==> config.mk <==
export PLATFORM = sky130hd
export DESIGN_NAME = dsmc_top
export DESIGN_NICKNAME = d
export VERILOG_FILES = /design/src/verilog/dsmc_pkg.sv /design/src/verilog/dsmc_top.sv
export SDC_FILE = /design/constraint.sdc
export NUM_CORES = 1
export LEC_CHECK = 0
export ABC_AREA = 1
export BUFFER_PORTS_ARGS = -buffer_cell sky130_fd_sc_hd__buf_2
export CAP_MARGIN = 20
export CORE_UTILIZATION = 39
export DETAILED_ROUTE_END_ITERATION = 10
export GPL_ROUTABILITY_DRIVEN = 1
export PLACE_DENSITY = 0.54
export SYNTH_ARGS = -nofsm -noshare
export SYNTH_HDL_FRONTEND = slang
export SYNTH_SLANG_ARGS = --single-unit
export TNS_END_PERCENT = 50
==> constraint.sdc <==
create_clock -name core_clk_in -period 2.9 [get_ports core_clk_in]
set_input_delay 0.435 -clock core_clk_in [delete_from_list [all_inputs] [get_ports core_clk_in]]
set_output_delay 0.435 -clock core_clk_in [all_outputs]
set_load 0.01 [all_outputs]
==> src/verilog/dsmc_pkg.sv <==
// Package of constants for the dual switch mode controller
`default_nettype none
package dsmc_pkg;
	// ----------------------------------------
	// Operating modes
	// ----------------------------------------
	typedef enum logic [1:0] {
		DSMC_SLEEP    = 2'b00,
		DSMC_NORMAL   = 2'b01,
		DSMC_FAILSAFE = 2'b10,
		DSMC_FAULT    = 2'b11
	} dsmc_mode_t;

	// ----------------------------------------
	// Timing
	// ----------------------------------------
	localparam int CLK_MHZ          = 125;
	localparam int WAKE_READY_US    = 50;
	localparam int WD_TIMEOUT_MS    = 310;
	localparam int IN_TIMEOUT_MS    = 250;
	localparam int WAKE_READY_CYC   = WAKE_READY_US * CLK_MHZ;
	localparam int WD_TIMEOUT_CYC   = WD_TIMEOUT_MS * 1000 * CLK_MHZ;
	localparam int IN_TIMEOUT_CYC   = IN_TIMEOUT_MS * 1000 * CLK_MHZ;
	localparam int CNT_W            = 32;

	// ----------------------------------------
	// Register fields
	// ----------------------------------------
	localparam int GCR_WATCHDOG_DISABLE_BIT   = 4;
	localparam int DUTY_MSB         = 7;
	localparam int DUTY_LSB         = 0;
	localparam int DUTY_W           = DUTY_MSB - DUTY_LSB + 1;
	localparam int PRESC_W          = 8;
	localparam int NUM_CH           = 2;
	localparam logic [7:0] GCR_RST  = 8'h00;
endpackage : dsmc_pkg
`default_nettype wire

==> src/verilog/dsmc_top.sv <==
// Operating-mode controller for a dual-channel power switch
`timescale 1ns/10ps
`default_nettype none
module dsmc_top #(
	parameter int WD_TIMEOUT_CYC = dsmc_pkg::WD_TIMEOUT_CYC,
	parameter int IN_TIMEOUT_CYC = dsmc_pkg::IN_TIMEOUT_CYC,
	parameter int WAKE_READY_CYC = dsmc_pkg::WAKE_READY_CYC
) (
	// Clock and reset
	input  wire logic                     core_clk_in,
	input  wire logic                     rstn_in,
	// Host pins
	input  wire logic                     reset_line_n_in,
	input  wire logic [1:0]               direct_in_in,
	input  wire logic                     ext_clk_in,
	// Received serial word events
	input  wire logic                     word_valid_in,
	input  wire logic                     watchdog_toggle_bit_in,
	// Supplies and protections
	input  wire logic                     supply_ok_in,
	input  wire logic                     logic_supply_ok_in,
	input  wire logic                     supply_fail_enable_in,
	input  wire logic [1:0]               overcurrent_fault_in,
	input  wire logic [1:0]               overtemperature_fault_in,
	input  wire logic [1:0]               severe_short_fault_in,
	input  wire logic                     undervoltage_fault_in,
	input  wire logic                     overvoltage_fault_in,
	input  wire logic                     overvoltage_detect_enable_in,
	// Register port
	input  wire logic [3:0]               reg_addr_in,
	input  wire logic [7:0]               reg_wdata_in,
	input  wire logic                     reg_wr_in,
	input  wire logic                     reg_rd_in,
	output logic      [7:0]               reg_rdata_out,
	// Status and channel outputs
	output logic      [1:0]               mode_out,
	output logic                          normal_mode_flag_out,
	output logic                          ready_out,
	output logic                          failsafe_output_n_out,
	output logic                          delatch_out,
	output logic      [1:0]               hson_out
);
	// ----------------------------------------
	// Register map
	// ----------------------------------------
	localparam logic [3:0] A_GCR   = 4'h0;
	localparam logic [3:0] A_PWM0  = 4'h1;
	localparam logic [3:0] A_PWM1  = 4'h2;
	localparam logic [3:0] A_CFG0  = 4'h3;
	localparam logic [3:0] A_CFG1  = 4'h4;
	localparam logic [3:0] A_STAT  = 4'h5;
	localparam int CFG_ON  = 0;
	localparam int CFG_PWM = 1;
	localparam int CFG_DIR = 2;
	localparam int CFG_EXT = 3;
	localparam logic [7:0] ZERO8 = 8'h00;

	dsmc_pkg::dsmc_mode_t mode_r;
	logic [7:0]  global_config_register_r;
	logic [7:0]  pulse_width_register_r [2];
	logic [7:0]  channel_config_register_r [2];
	logic [7:0]  pwm_prescaler_r [2];
	logic [31:0] wd_cnt_r;
	logic [31:0] in_cnt_r [2];
	logic [31:0] ready_cnt_r;
	logic [1:0]  in_on_r;
	logic [1:0]  in_prev_r;
	logic        rst_prev_r, ext_prev_r, wd_bit_prev_r, wd_expired_r;
	logic        lsup_seen_r, fs_exit_armed_r, regs_locked_r;
	logic        wake_up, fail_safe, fault, watchdog_disable;
	logic        wd_run, wake_evt, wr_ok, ext_rise;
	dsmc_pkg::dsmc_mode_t mode_nxt;

	// ----------------------------------------
	// Mode terms
	// ----------------------------------------
	assign watchdog_disable    = global_config_register_r[dsmc_pkg::GCR_WATCHDOG_DISABLE_BIT];
	assign wake_up   = reset_line_n_in | in_on_r[0] | in_on_r[1];
	assign fail_safe = (wd_expired_r & ~watchdog_disable)
	                 | (lsup_seen_r & ~logic_supply_ok_in & supply_fail_enable_in);
	assign fault     = (|overcurrent_fault_in) | (|overtemperature_fault_in)
	                 | (|severe_short_fault_in) | undervoltage_fault_in
	                 | (overvoltage_fault_in & overvoltage_detect_enable_in);
	assign wake_evt  = (reset_line_n_in & ~rst_prev_r & logic_supply_ok_in)
	                 | (|(direct_in_in & ~in_prev_r));
	assign wd_run    = (mode_r == dsmc_pkg::DSMC_NORMAL) & logic_supply_ok_in
	                 & ~watchdog_disable & reset_line_n_in;
	assign ext_rise  = ext_clk_in & ~ext_prev_r;

	// Sleep wins, then fault, then fail-safe; Normal needs supplies in range
	always_comb begin
		if (!wake_up) begin
			mode_nxt = dsmc_pkg::DSMC_SLEEP;
		end else if (fault) begin
			mode_nxt = dsmc_pkg::DSMC_FAULT;
		end else if (fail_safe) begin
			mode_nxt = dsmc_pkg::DSMC_FAILSAFE;
		end else if (supply_ok_in) begin
			mode_nxt = dsmc_pkg::DSMC_NORMAL;
		end else begin
			mode_nxt = mode_r;
		end
	end

	always_ff @(posedge core_clk_in) begin
		if (!rstn_in) begin
			mode_r <= dsmc_pkg::DSMC_SLEEP;
		end else begin
			mode_r <= mode_nxt;
		end
	end

	// ----------------------------------------
	// Edge history
	// ----------------------------------------
	always_ff @(posedge core_clk_in) begin
		if (!rstn_in) begin
			rst_prev_r <= 1'b0;
			in_prev_r  <= 2'b00;
			ext_prev_r <= 1'b0;
			lsup_seen_r <= 1'b0;
		end else begin
			rst_prev_r <= reset_line_n_in;
			in_prev_r  <= direct_in_in;
			ext_prev_r <= ext_clk_in;
			if (logic_supply_ok_in) begin
				lsup_seen_r <= 1'b1;
			end
		end
	end

	// ----------------------------------------
	// Direct-input activity timeouts
	// ----------------------------------------
	for (genvar c = 0; c < dsmc_pkg::NUM_CH; c++) begin : g_act
		always_ff @(posedge core_clk_in) begin
			if (!rstn_in) begin
				in_cnt_r[c] <= '0;
				in_on_r[c]  <= 1'b0;
			end else if (direct_in_in[c]) begin
				in_cnt_r[c] <= '0;
				in_on_r[c]  <= 1'b1;
			end else if (in_on_r[c]) begin
				if (in_cnt_r[c] >= 32'(IN_TIMEOUT_CYC)) begin
					in_on_r[c] <= 1'b0;
				end else begin
					in_cnt_r[c] <= in_cnt_r[c] + 32'h0000_0001;
				end
			end
		end
	end

	// ----------------------------------------
	// Serial-link watchdog
	// ----------------------------------------
	// Restarted by a wake event so a fresh reset-line rise starts a full window
	always_ff @(posedge core_clk_in) begin
		if (!rstn_in) begin
			wd_cnt_r      <= '0;
			wd_expired_r  <= 1'b0;
			wd_bit_prev_r <= 1'b0;
		end else begin
			if (word_valid_in) begin
				wd_bit_prev_r <= watchdog_toggle_bit_in;
			end
			if (mode_r == dsmc_pkg::DSMC_FAILSAFE) begin
				wd_cnt_r <= '0;
				if (fs_exit_armed_r && word_valid_in) begin
					wd_expired_r <= 1'b0;
				end
			end else if (wake_evt
			             || (word_valid_in && watchdog_toggle_bit_in != wd_bit_prev_r)) begin
				wd_cnt_r <= '0;
			end else if (wd_run) begin
				if (wd_cnt_r >= 32'(WD_TIMEOUT_CYC)) begin
					wd_expired_r <= 1'b1;
				end else begin
					wd_cnt_r <= wd_cnt_r + 32'h0000_0001;
				end
			end
		end
	end

	// Exit from fail-safe: first word with the bit set arms, second within timeout clears
	logic [31:0] fs_cnt_r;
	always_ff @(posedge core_clk_in) begin
		if (!rstn_in) begin
			fs_exit_armed_r <= 1'b0;
			fs_cnt_r        <= '0;
		end else if (mode_r != dsmc_pkg::DSMC_FAILSAFE) begin
			fs_exit_armed_r <= 1'b0;
			fs_cnt_r        <= '0;
		end else if (fs_exit_armed_r && word_valid_in) begin
			fs_exit_armed_r <= 1'b0;
		end else if (!fs_exit_armed_r && word_valid_in && watchdog_toggle_bit_in) begin
			fs_exit_armed_r <= 1'b1;
			fs_cnt_r        <= '0;
		end else if (fs_exit_armed_r) begin
			if (fs_cnt_r >= 32'(WD_TIMEOUT_CYC)) begin
				fs_exit_armed_r <= 1'b0;
			end else begin
				fs_cnt_r <= fs_cnt_r + 32'h0000_0001;
			end
		end
	end

	// ----------------------------------------
	// Wake readiness delay
	// ----------------------------------------
	always_ff @(posedge core_clk_in) begin
		if (!rstn_in || mode_r == dsmc_pkg::DSMC_SLEEP) begin
			ready_cnt_r <= '0;
			ready_out   <= 1'b0;
		end else if (ready_cnt_r >= 32'(WAKE_READY_CYC)) begin
			ready_out <= 1'b1;
		end else begin
			ready_cnt_r <= ready_cnt_r + 32'h0000_0001;
		end
	end

	// ----------------------------------------
	// Registers
	// ----------------------------------------
	// Registers are locked from fail-safe entry until the mode is back in Normal
	always_ff @(posedge core_clk_in) begin
		if (!rstn_in) begin
			regs_locked_r <= 1'b0;
		end else if (mode_nxt == dsmc_pkg::DSMC_FAILSAFE) begin
			regs_locked_r <= 1'b1;
		end else if (mode_r == dsmc_pkg::DSMC_NORMAL) begin
			regs_locked_r <= 1'b0;
		end
	end

	assign wr_ok = reg_wr_in & ~regs_locked_r & reset_line_n_in & ready_out;

	// Sleep, reset line low and fail-safe entry all return the map to defaults
	logic regs_clear;
	assign regs_clear = (mode_r == dsmc_pkg::DSMC_SLEEP) || !reset_line_n_in
	                  || (mode_r != dsmc_pkg::DSMC_FAILSAFE && mode_nxt == dsmc_pkg::DSMC_FAILSAFE);

	always_ff @(posedge core_clk_in) begin
		if (!rstn_in || regs_clear) begin
			global_config_register_r <= dsmc_pkg::GCR_RST;
			for (int i = 0; i < dsmc_pkg::NUM_CH; i++) begin
				pulse_width_register_r[i]    <= ZERO8;
				channel_config_register_r[i] <= ZERO8;
			end
		end else if (wr_ok) begin
			unique case (reg_addr_in)
				A_GCR:   global_config_register_r     <= reg_wdata_in;
				A_PWM0:  pulse_width_register_r[0]    <= reg_wdata_in;
				A_PWM1:  pulse_width_register_r[1]    <= reg_wdata_in;
				A_CFG0:  channel_config_register_r[0] <= reg_wdata_in;
				A_CFG1:  channel_config_register_r[1] <= reg_wdata_in;
				default: ;
			endcase
		end
	end

	always_ff @(posedge core_clk_in) begin
		if (!rstn_in || !reg_rd_in) begin
			reg_rdata_out <= ZERO8;
		end else begin
			unique case (reg_addr_in)
				A_GCR:   reg_rdata_out <= global_config_register_r;
				A_PWM0:  reg_rdata_out <= pulse_width_register_r[0];
				A_PWM1:  reg_rdata_out <= pulse_width_register_r[1];
				A_CFG0:  reg_rdata_out <= channel_config_register_r[0];
				A_CFG1:  reg_rdata_out <= channel_config_register_r[1];
				A_STAT:  reg_rdata_out <= {2'b00, in_on_r, regs_locked_r, ready_out, mode_r};
				default: reg_rdata_out <= ZERO8;
			endcase
		end
	end

	// ----------------------------------------
	// PWM and channel targets
	// ----------------------------------------
	// Period is 256 ticks of the prescaled core clock or of the external clock
	for (genvar c = 0; c < dsmc_pkg::NUM_CH; c++) begin : g_ch
		logic [7:0] phase_r;
		logic       tick;
		logic       duty_on;
		logic       direct_only;
		logic       target;
		always_ff @(posedge core_clk_in) begin
			if (!rstn_in) begin
				pwm_prescaler_r[c] <= ZERO8;
			end else if (tick || channel_config_register_r[c][CFG_EXT]) begin
				pwm_prescaler_r[c] <= ZERO8;
			end else begin
				pwm_prescaler_r[c] <= pwm_prescaler_r[c] + 8'h01;
			end
		end
		assign tick = channel_config_register_r[c][CFG_EXT] ? ext_rise
		            : (pwm_prescaler_r[c] == 8'hFF);
		always_ff @(posedge core_clk_in) begin
			if (!rstn_in) begin
				phase_r <= ZERO8;
			end else if (tick) begin
				phase_r <= phase_r + 8'h01;
			end
		end
		assign duty_on = phase_r < pulse_width_register_r[c][dsmc_pkg::DUTY_MSB:dsmc_pkg::DUTY_LSB];
		assign direct_only = !reset_line_n_in || mode_r == dsmc_pkg::DSMC_FAILSAFE;
		always_comb begin
			if (direct_only) begin
				target = direct_in_in[c];
			end else begin
				target = (direct_in_in[c] & ~channel_config_register_r[c][CFG_DIR])
				       | (channel_config_register_r[c][CFG_ON] & duty_on & channel_config_register_r[c][CFG_PWM])
				       | (channel_config_register_r[c][CFG_ON] & ~channel_config_register_r[c][CFG_PWM]);
			end
		end
		always_ff @(posedge core_clk_in) begin
			if (!rstn_in) begin
				hson_out[c] <= 1'b0;
			end else begin
				hson_out[c] <= target & (mode_r == dsmc_pkg::DSMC_NORMAL
				                       || mode_r == dsmc_pkg::DSMC_FAILSAFE);
			end
		end
	end

	// ----------------------------------------
	// Status outputs
	// ----------------------------------------
	always_ff @(posedge core_clk_in) begin
		if (!rstn_in) begin
			failsafe_output_n_out <= 1'b1;
			delatch_out           <= 1'b0;
		end else begin
			failsafe_output_n_out <= ~(mode_nxt == dsmc_pkg::DSMC_FAILSAFE);
			delatch_out <= (mode_r != dsmc_pkg::DSMC_FAILSAFE) && (mode_nxt == dsmc_pkg::DSMC_FAILSAFE);
		end
	end

	assign mode_out             = mode_r;
	assign normal_mode_flag_out = (mode_r == dsmc_pkg::DSMC_NORMAL);
endmodule : dsmc_top
`default_nettype wire

==> metrics.txt, run 1 <==
Final period util 0.788; Synth async-reset ratio 0; Syn. warnings 0; crit path DAT 2.77 ns; Syn-to-layout area delta 14.6%; startpoint class of the critical path register; largest net degree at the start of global routing 33; Sw Pwr 1.90 mW; WL per Instance 13.8 µm; crit path max-delay cell type inv_1; Post-synth EDFFs 112; Max H-tree Level 1; Net Sw Frac 0.225; CP Capture Type register; # DRC 0; final worst path period need 2.28 ns; layout cells sized above 1 0.0817; VDD IR-drop max 0.410 mV; adder-cell share of the synthesized area 0.0282; clk sinks 258; power share of the combinational group 0.046; Rows 68; Via density 4.85; commonest non-fill, non-tap cell in the layout nand2_1; final worst clock skew 0.0190 ns; DRT iter0 DRCs 692; Setup CP Type register to register; average cell area after synthesis 7.52 µm²; hold_buf cts 0; CP required 3.38 ns; reg2reg start mode_out[0]; TNS Setup 0 ns; count of pins over their slew limit 0; Vias 11657; HP Class primary input to register; Synth Instances 1826; clk buf depth 3; Leak 5.97 nW; Detail Route Antenna Nets 0; clock network power share 0.486; XOR/XNOR Fraction of Synth Area 0.0421; TritonCTS buffer count 30; vias in the first global route 10804; Max stage delay on crit path 0.43 ns; post-synth top area share 0.245; sequential fraction of the synthesis area 0.458; Top FF cell, synth dfxtp_1; HP Start ext_clk_in; wirelength, routed 33200 µm; most used cell, CP inv_1; Power Dens Cells 537 nW/µm²; P_int 6.55 mW; die width 190 µm; Layout Nets 1988; Setup Buffers After CTS 0; first-pass GRT wire length 54800 µm; clock-pin slew on the worst setup and hold paths 0.06 ns; Core Box Area 34600 µm²; final hold viol count 0; Die Area 36000 µm²; grt ovf 0; commonest cells after routing, fill and taps aside 413 x nand2_1, 286 x nor2_1, 243 x inv_1; Mapped Area 13700 µm²; 1st-pass router iterations 5; antenna violations before repair 0; largest family of logic cells by synthesized area simple AND/OR/NAND/NOR gates; Crit. Startpoint mode_out[0]; clk_lat worst skew 0.58 ns; top post-synthesis cells by area edfxtp_1 24%, dfxtp_1 21%, nand2_1 11%, nor2_1 7.8%, inv_1 6.6%; Peak Freq 438 MHz; Relative slew margins 0.318; post-CTS sizing 0; post-synthesis mux area share 0; post-DP HPWL 24700 µm; Die H 190 µm; compound-cell area share of the yosys netlist 0.0691; maxcap violations 0; total global routing track utilization 0.187; Synth area leader edfxtp_1; Post-Synth Simple-Gate Area 0.321; register bit total from synthesis 258; RR Endpoint wd_cnt_r[24]; outcome finished clean; Cell Chain, Critical Path inv_1 -> ha_1 -> a211oi_1 -> o221ai_1 -> nor2_1 -> inv_1 -> a21oi_1; Final Total Pwr 8.45 mW; Reg2Reg Setup Slack 0.62 ns; measured slew at the worst slew-check pin 1.02 ns; IO buf count 49; sequential share of power 0.468; final setup violation count 0; CP max FO 32; starting density of the core 0.397; CTS tree built; Filler cells 3506; Clock Tree Root clkbuf_16; Unique masters post-synth 49; antenna diode count 0; Worst Setup EP wd_cnt_r[24]; r2r worst-path depth 7; # IOs 50; RSZ-0062 raised after global routing no; gp weighted congestion 0.902
[metrics by stage]
step                area, µm²  utilization  hold WS [ns]  setup slack [ns]  cells
global placement        14700        0.423         0.415             0.571   2346
CTS                     15700        0.454        0.0684             0.528   2402
detailed placement      14700        0.423         0.417             0.500   2346
global route            15700        0.454        0.0693             0.286   2402
floorplan               13800            -         0.408             0.338   1854
finish                  15700        0.454        0.0885             0.616   2402
[power by group through the flow]
stage | clock network (mW) | logic [mW] | registers [mW]
after global routing | 4.37 | 0.439 | 3.97
after floorplan | 0 | 0.250 | 4.02
after detailed placement | 0 | 0.389 | 4.04
final | 4.11 | 0.386 | 3.96
after CTS | 4.23 | 0.391 | 3.96
after global placement | 0 | 0.386 | 4.03
[worst min-delay path by stage]
| stage | to | slack (ns) | cells past startpoint |
|---|---|---|---|
| after floorplan | ready_cnt_r[30] | 0.41 | 2 |
| after global placement | ready_cnt_r[29] | 0.41 | 2 |
| after detailed placement | ready_cnt_r[21] | 0.42 | 2 |
| after CTS | ext_prev_r | 0.07 | 3 |
| after global routing | ext_prev_r | 0.07 | 3 |
| final | ext_prev_r | 0.09 | 3 |
[kinds of logic (layout without fill, tap and decap cells)]
kind of cell	after synthesis	after routing
simple gates	1012	1012
buf+inv	283	376
other cells	2	30
flops	258	258
compound gates	174	174
xor+xnor	66	66
fa+ha+maj	31	31
[final cells by class]
cell class	instances	area, µm²	area share
Inverter	248	933	0.0593
Timing Repair Buffer	72	430	0.0274
Multi-Input combinational cell	1313	6430	0.409
Sequential cell	258	6290	0.399
Tap cell	455	569	0.0362
Clock buffer	38	822	0.0522
Clock inverter	18	262	0.0166
[state kept, by name, summed over array words and instances (netlist names), 8 cells and up]
| name | count |
|---|---|
| pwm_prescaler_r | 16 |
| global_config_register_r | 8 |
| in_cnt_r | 64 |
| channel_config_register_r | 16 |
| wd_cnt_r | 32 |
| ready_cnt_r | 32 |
| reg_rdata_out | 8 |
| fs_cnt_r | 32 |
| pulse_width_register_r | 16 |
| g_ch.phase_r | 16 |
[synth_stat cells (8+ instances only)]
cell      instances
nor2_1          286
o22ai_1          11
xnor2_1          27
edfxtp_1        112
o21ai_0          39
buf_2            10
nand2_1         413
nor3_1           83
a21oi_1         101
xor2_1           39
or2_2            11
nand4_1          42
nand3_1         127
inv_1           243
dfxtp_1         146
clkbuf_1         16
ha_1             31
nand3b_1          8
[routing by layer]
layer  vias up  global-route usage  part of all wire  routed length (µm)
li1       6102                   -                 -                   -
met1      5279               0.251              0.48               15900
met2       225               0.311              0.46               15200
met3        51              0.0260             0.043                1440
met4         0              0.0533             0.021                 711
met5         -                   0                 0                   0
[critical path: cells and delay by family (launching register included)]
kind / cells / cell delay, ns
adder cells (fa/ha/maj): 1 / 0.31
buffers and inverters: 2 / 0.54
AO/OA/AOI/OAI: 3 / 0.81
AND/OR/NAND/NOR: 1 / 0.15
flip-flops: 1 / 0.37
Power figures use the tool's default switching activity.
==> run 2: changes to the inputs <==
--- a/config.mk
+++ b/config.mk
@@ -5,13 +5,13 @@
 export SDC_FILE = /design/constraint.sdc
 export NUM_CORES = 1
 export LEC_CHECK = 0
-export ABC_AREA = 1
+export ABC_AREA = 0
 export BUFFER_PORTS_ARGS = -buffer_cell sky130_fd_sc_hd__buf_2
 export CAP_MARGIN = 20
 export CORE_UTILIZATION = 39
 export DETAILED_ROUTE_END_ITERATION = 10
 export GPL_ROUTABILITY_DRIVEN = 1
-export PLACE_DENSITY = 0.54
+export PLACE_DENSITY = 0.57
 export SYNTH_ARGS = -nofsm -noshare
 export SYNTH_HDL_FRONTEND = slang
 export SYNTH_SLANG_ARGS = --single-unit
==> constraint.sdc (replaced) <==
create_clock -name core_clk_in -period 2.1 [get_ports core_clk_in]
set_input_delay 0.315 -clock core_clk_in [delete_from_list [all_inputs] [get_ports core_clk_in]]
set_output_delay 0.315 -clock core_clk_in [all_outputs]
set_load 0.01 [all_outputs]
==> metrics.txt, run 2 <==
outcome finished with violations; failing checks negative setup slack; Buf+Inv Stages, Crit Path 2; antenna violations before repair 0; CTS tree built; Synth area leader edfxtp_1; startpoint class of the critical path register; HP Start reg_wdata_in[6]; Clock Tree Root clkbuf_16; Synth Instances 1198; Die H 177 µm; RSZ-0062 raised after global routing yes; crit path DAT 2.38 ns; CP required 2.36 ns; Syn. warnings 0; clk_lat worst skew 0.56 ns; Leak 5.65 nW; Power Dens Cells 748 nW/µm²; Most Used Layer, Global Route met2; Die Area 31400 µm²; Top FF cell, synth dfxtp_1; clock-pin slew on the worst setup and hold paths 0.06 ns; fin util 0.504; cell with the most instances after synthesis dfxtp_1; register bit total from synthesis 258; met3 usage 0.0227; WL per Instance 14.5 µm; reg2reg start mode_out[0]; grt ovf 0; Layout Nets 1455; gp weighted congestion 0.865; Syn-to-layout area delta 25.9%; Via density 5.04; final worst path period need 2.12 ns; commonest non-fill, non-tap cell in the layout nor2_1; dpl ws -0.209 ns; Cell Chain, Critical Path or3_4 -> a21bo_2 -> o211ai_1 -> buf_4 -> a21o_1 -> buf_12; slack of the critical path -0.0249 ns; starting density of the core 0.400; # IOs 50; Post-synth EDFFs 112; Max stage delay on crit path 0.38 ns; post-synth top area share 0.281; Synth async-reset ratio 0; CP max FO 8; Post-Layout Inst Area 15100 µm²; Detail Route Antenna Nets 0; sequential fraction of the synthesis area 0.524; TritonCTS buffer count 30; layout cells sized above 1 0.211; wirelength, routed 26100 µm; average cell area after synthesis 10.0 µm²; Placed Area 13600 µm²; die width 177 µm; first-pass GRT wire length 42200 µm; final hold viol count 0; Rows 63; vias in the first global route 8622; maxcap violations 0; Vias 9084; IO buf count 49; antenna diode count 0; Mapped Area 12000 µm²; # DRC 0; 1st-pass router iterations 7; Final period util 1.01; total global routing track utilization 0.165; count of pins over their slew limit 0; M1 GR Usage 0.232; VDD IR-drop max 0.667 mV; largest net degree at the start of global routing 44; final worst clock skew 0.0208 ns; CP top delay family compound AO/OA/AOI/OAI gates; crit path max-delay cell type o211ai_1; Relative slew margins 0.560; met2 Use GR 0.266; HP Class primary input to register; top post-synthesis cells by area edfxtp_1 28%, dfxtp_1 24%, nor2_1 4.4%, xnor2_1 3.7%, xor2_1 3.5%; Setup CP Type register to register; CP Capture Type register; Largest register FFs 64; hold_ws 0.0552 ns; commonest cells after routing, fill and taps aside 139 x nor2_1, 136 x dfxtp_1, 112 x edfxtp_1; post-DP HPWL 18500 µm; Peak Freq 471 MHz; clk buf depth 3; Core Box Area 30000 µm²; final setup violation count 10; Unique masters post-synth 63; Crit. Startpoint mode_out[0]; Filler cells 2752; Synth top cells by count 146 x dfxtp_1, 141 x nor2_1, 112 x edfxtp_1; DRT iter0 DRCs 534; clk sinks 258; measured slew at the worst slew-check pin 0.659 ns; Max H-tree Level 1; Biggest register in_cnt_r
run 2: final timing paths:
path                                                     end  cells past startpoint  slack, ns
worst max-delay path            pulse_width_register_r[0][3]                      6      -0.02
worst min-delay path             global_config_register_r[6]                      3       0.06
worst max register to register  pulse_width_register_r[0][3]                      6      -0.02
worst min register to register               ready_cnt_r[29]                      1       0.46
run 2: kinds of logic after synthesis:
group | Yosys count | share of synthesized area
fa+ha+maj | 31 | 0.0324
flops | 258 | 0.524
compound gates | 172 | 0.0928
xor+xnor | 98 | 0.0716
mux | 24 | 0.0205
other cells | 2 | 0.000626
buf+inv | 83 | 0.0264
simple gates | 530 | 0.231
run 2: report_power, final:
part	internal, mW	leakage (nW)	switching [mW]	total (mW)
Combinational	0.251	2.72	0.315	0.566
Clock	3.10	0.513	2.15	5.25
Sequential	5.37	2.42	0.100	5.47
Total	8.72	5.65	2.57	11.3
run 2: through the flow:
stage | setup TNS, ns | cells | power, mW
after floorplan | 0 | 1226 | 5.85
after global placement | -8.23 | 1738 | 6.11
after detailed placement | -11.41 | 1738 | 6.12
after CTS | -0.00388 | 1796 | 11.4
after global routing | -2.38 | 1804 | 11.7
final | -0.0864 | 1804 | 11.3
run 2: layout make-up:
class	count	area (µm²)	share of cell area
flip-flops and latches	258	6300	0.417
clock inverters	20	166	0.0110
multi-input cells	886	5860	0.388
inverters	49	186	0.0123
clock buffers	36	867	0.0574
well taps	390	488	0.0323
repair buffers	165	1230	0.0812
run 2: what timing repair did:
item / 4_1_cts / 5_1_grt
endpoints found under the setup margin: 48 / 129
hold endpoints to repair: 2 / 0
cloned: 0 / 1
hold buffers: 2 / 0
gates resized for setup: 12 / 71
pin swaps: 2 / 27
setup buffers: 0 / 8
run 2: worst min-delay path, delay by kind of cell:
family        cells  cell delay, ns
buf+inv           1            0.12
simple gates      1            0.08
mux               1            0.07
run 2: per-layer routing:
metal,up-vias,part of all wire
met5,-,0
met1,4253,0.48
li1,4652,-
met2,139,0.47
met3,40,0.036
met4,0,0.019
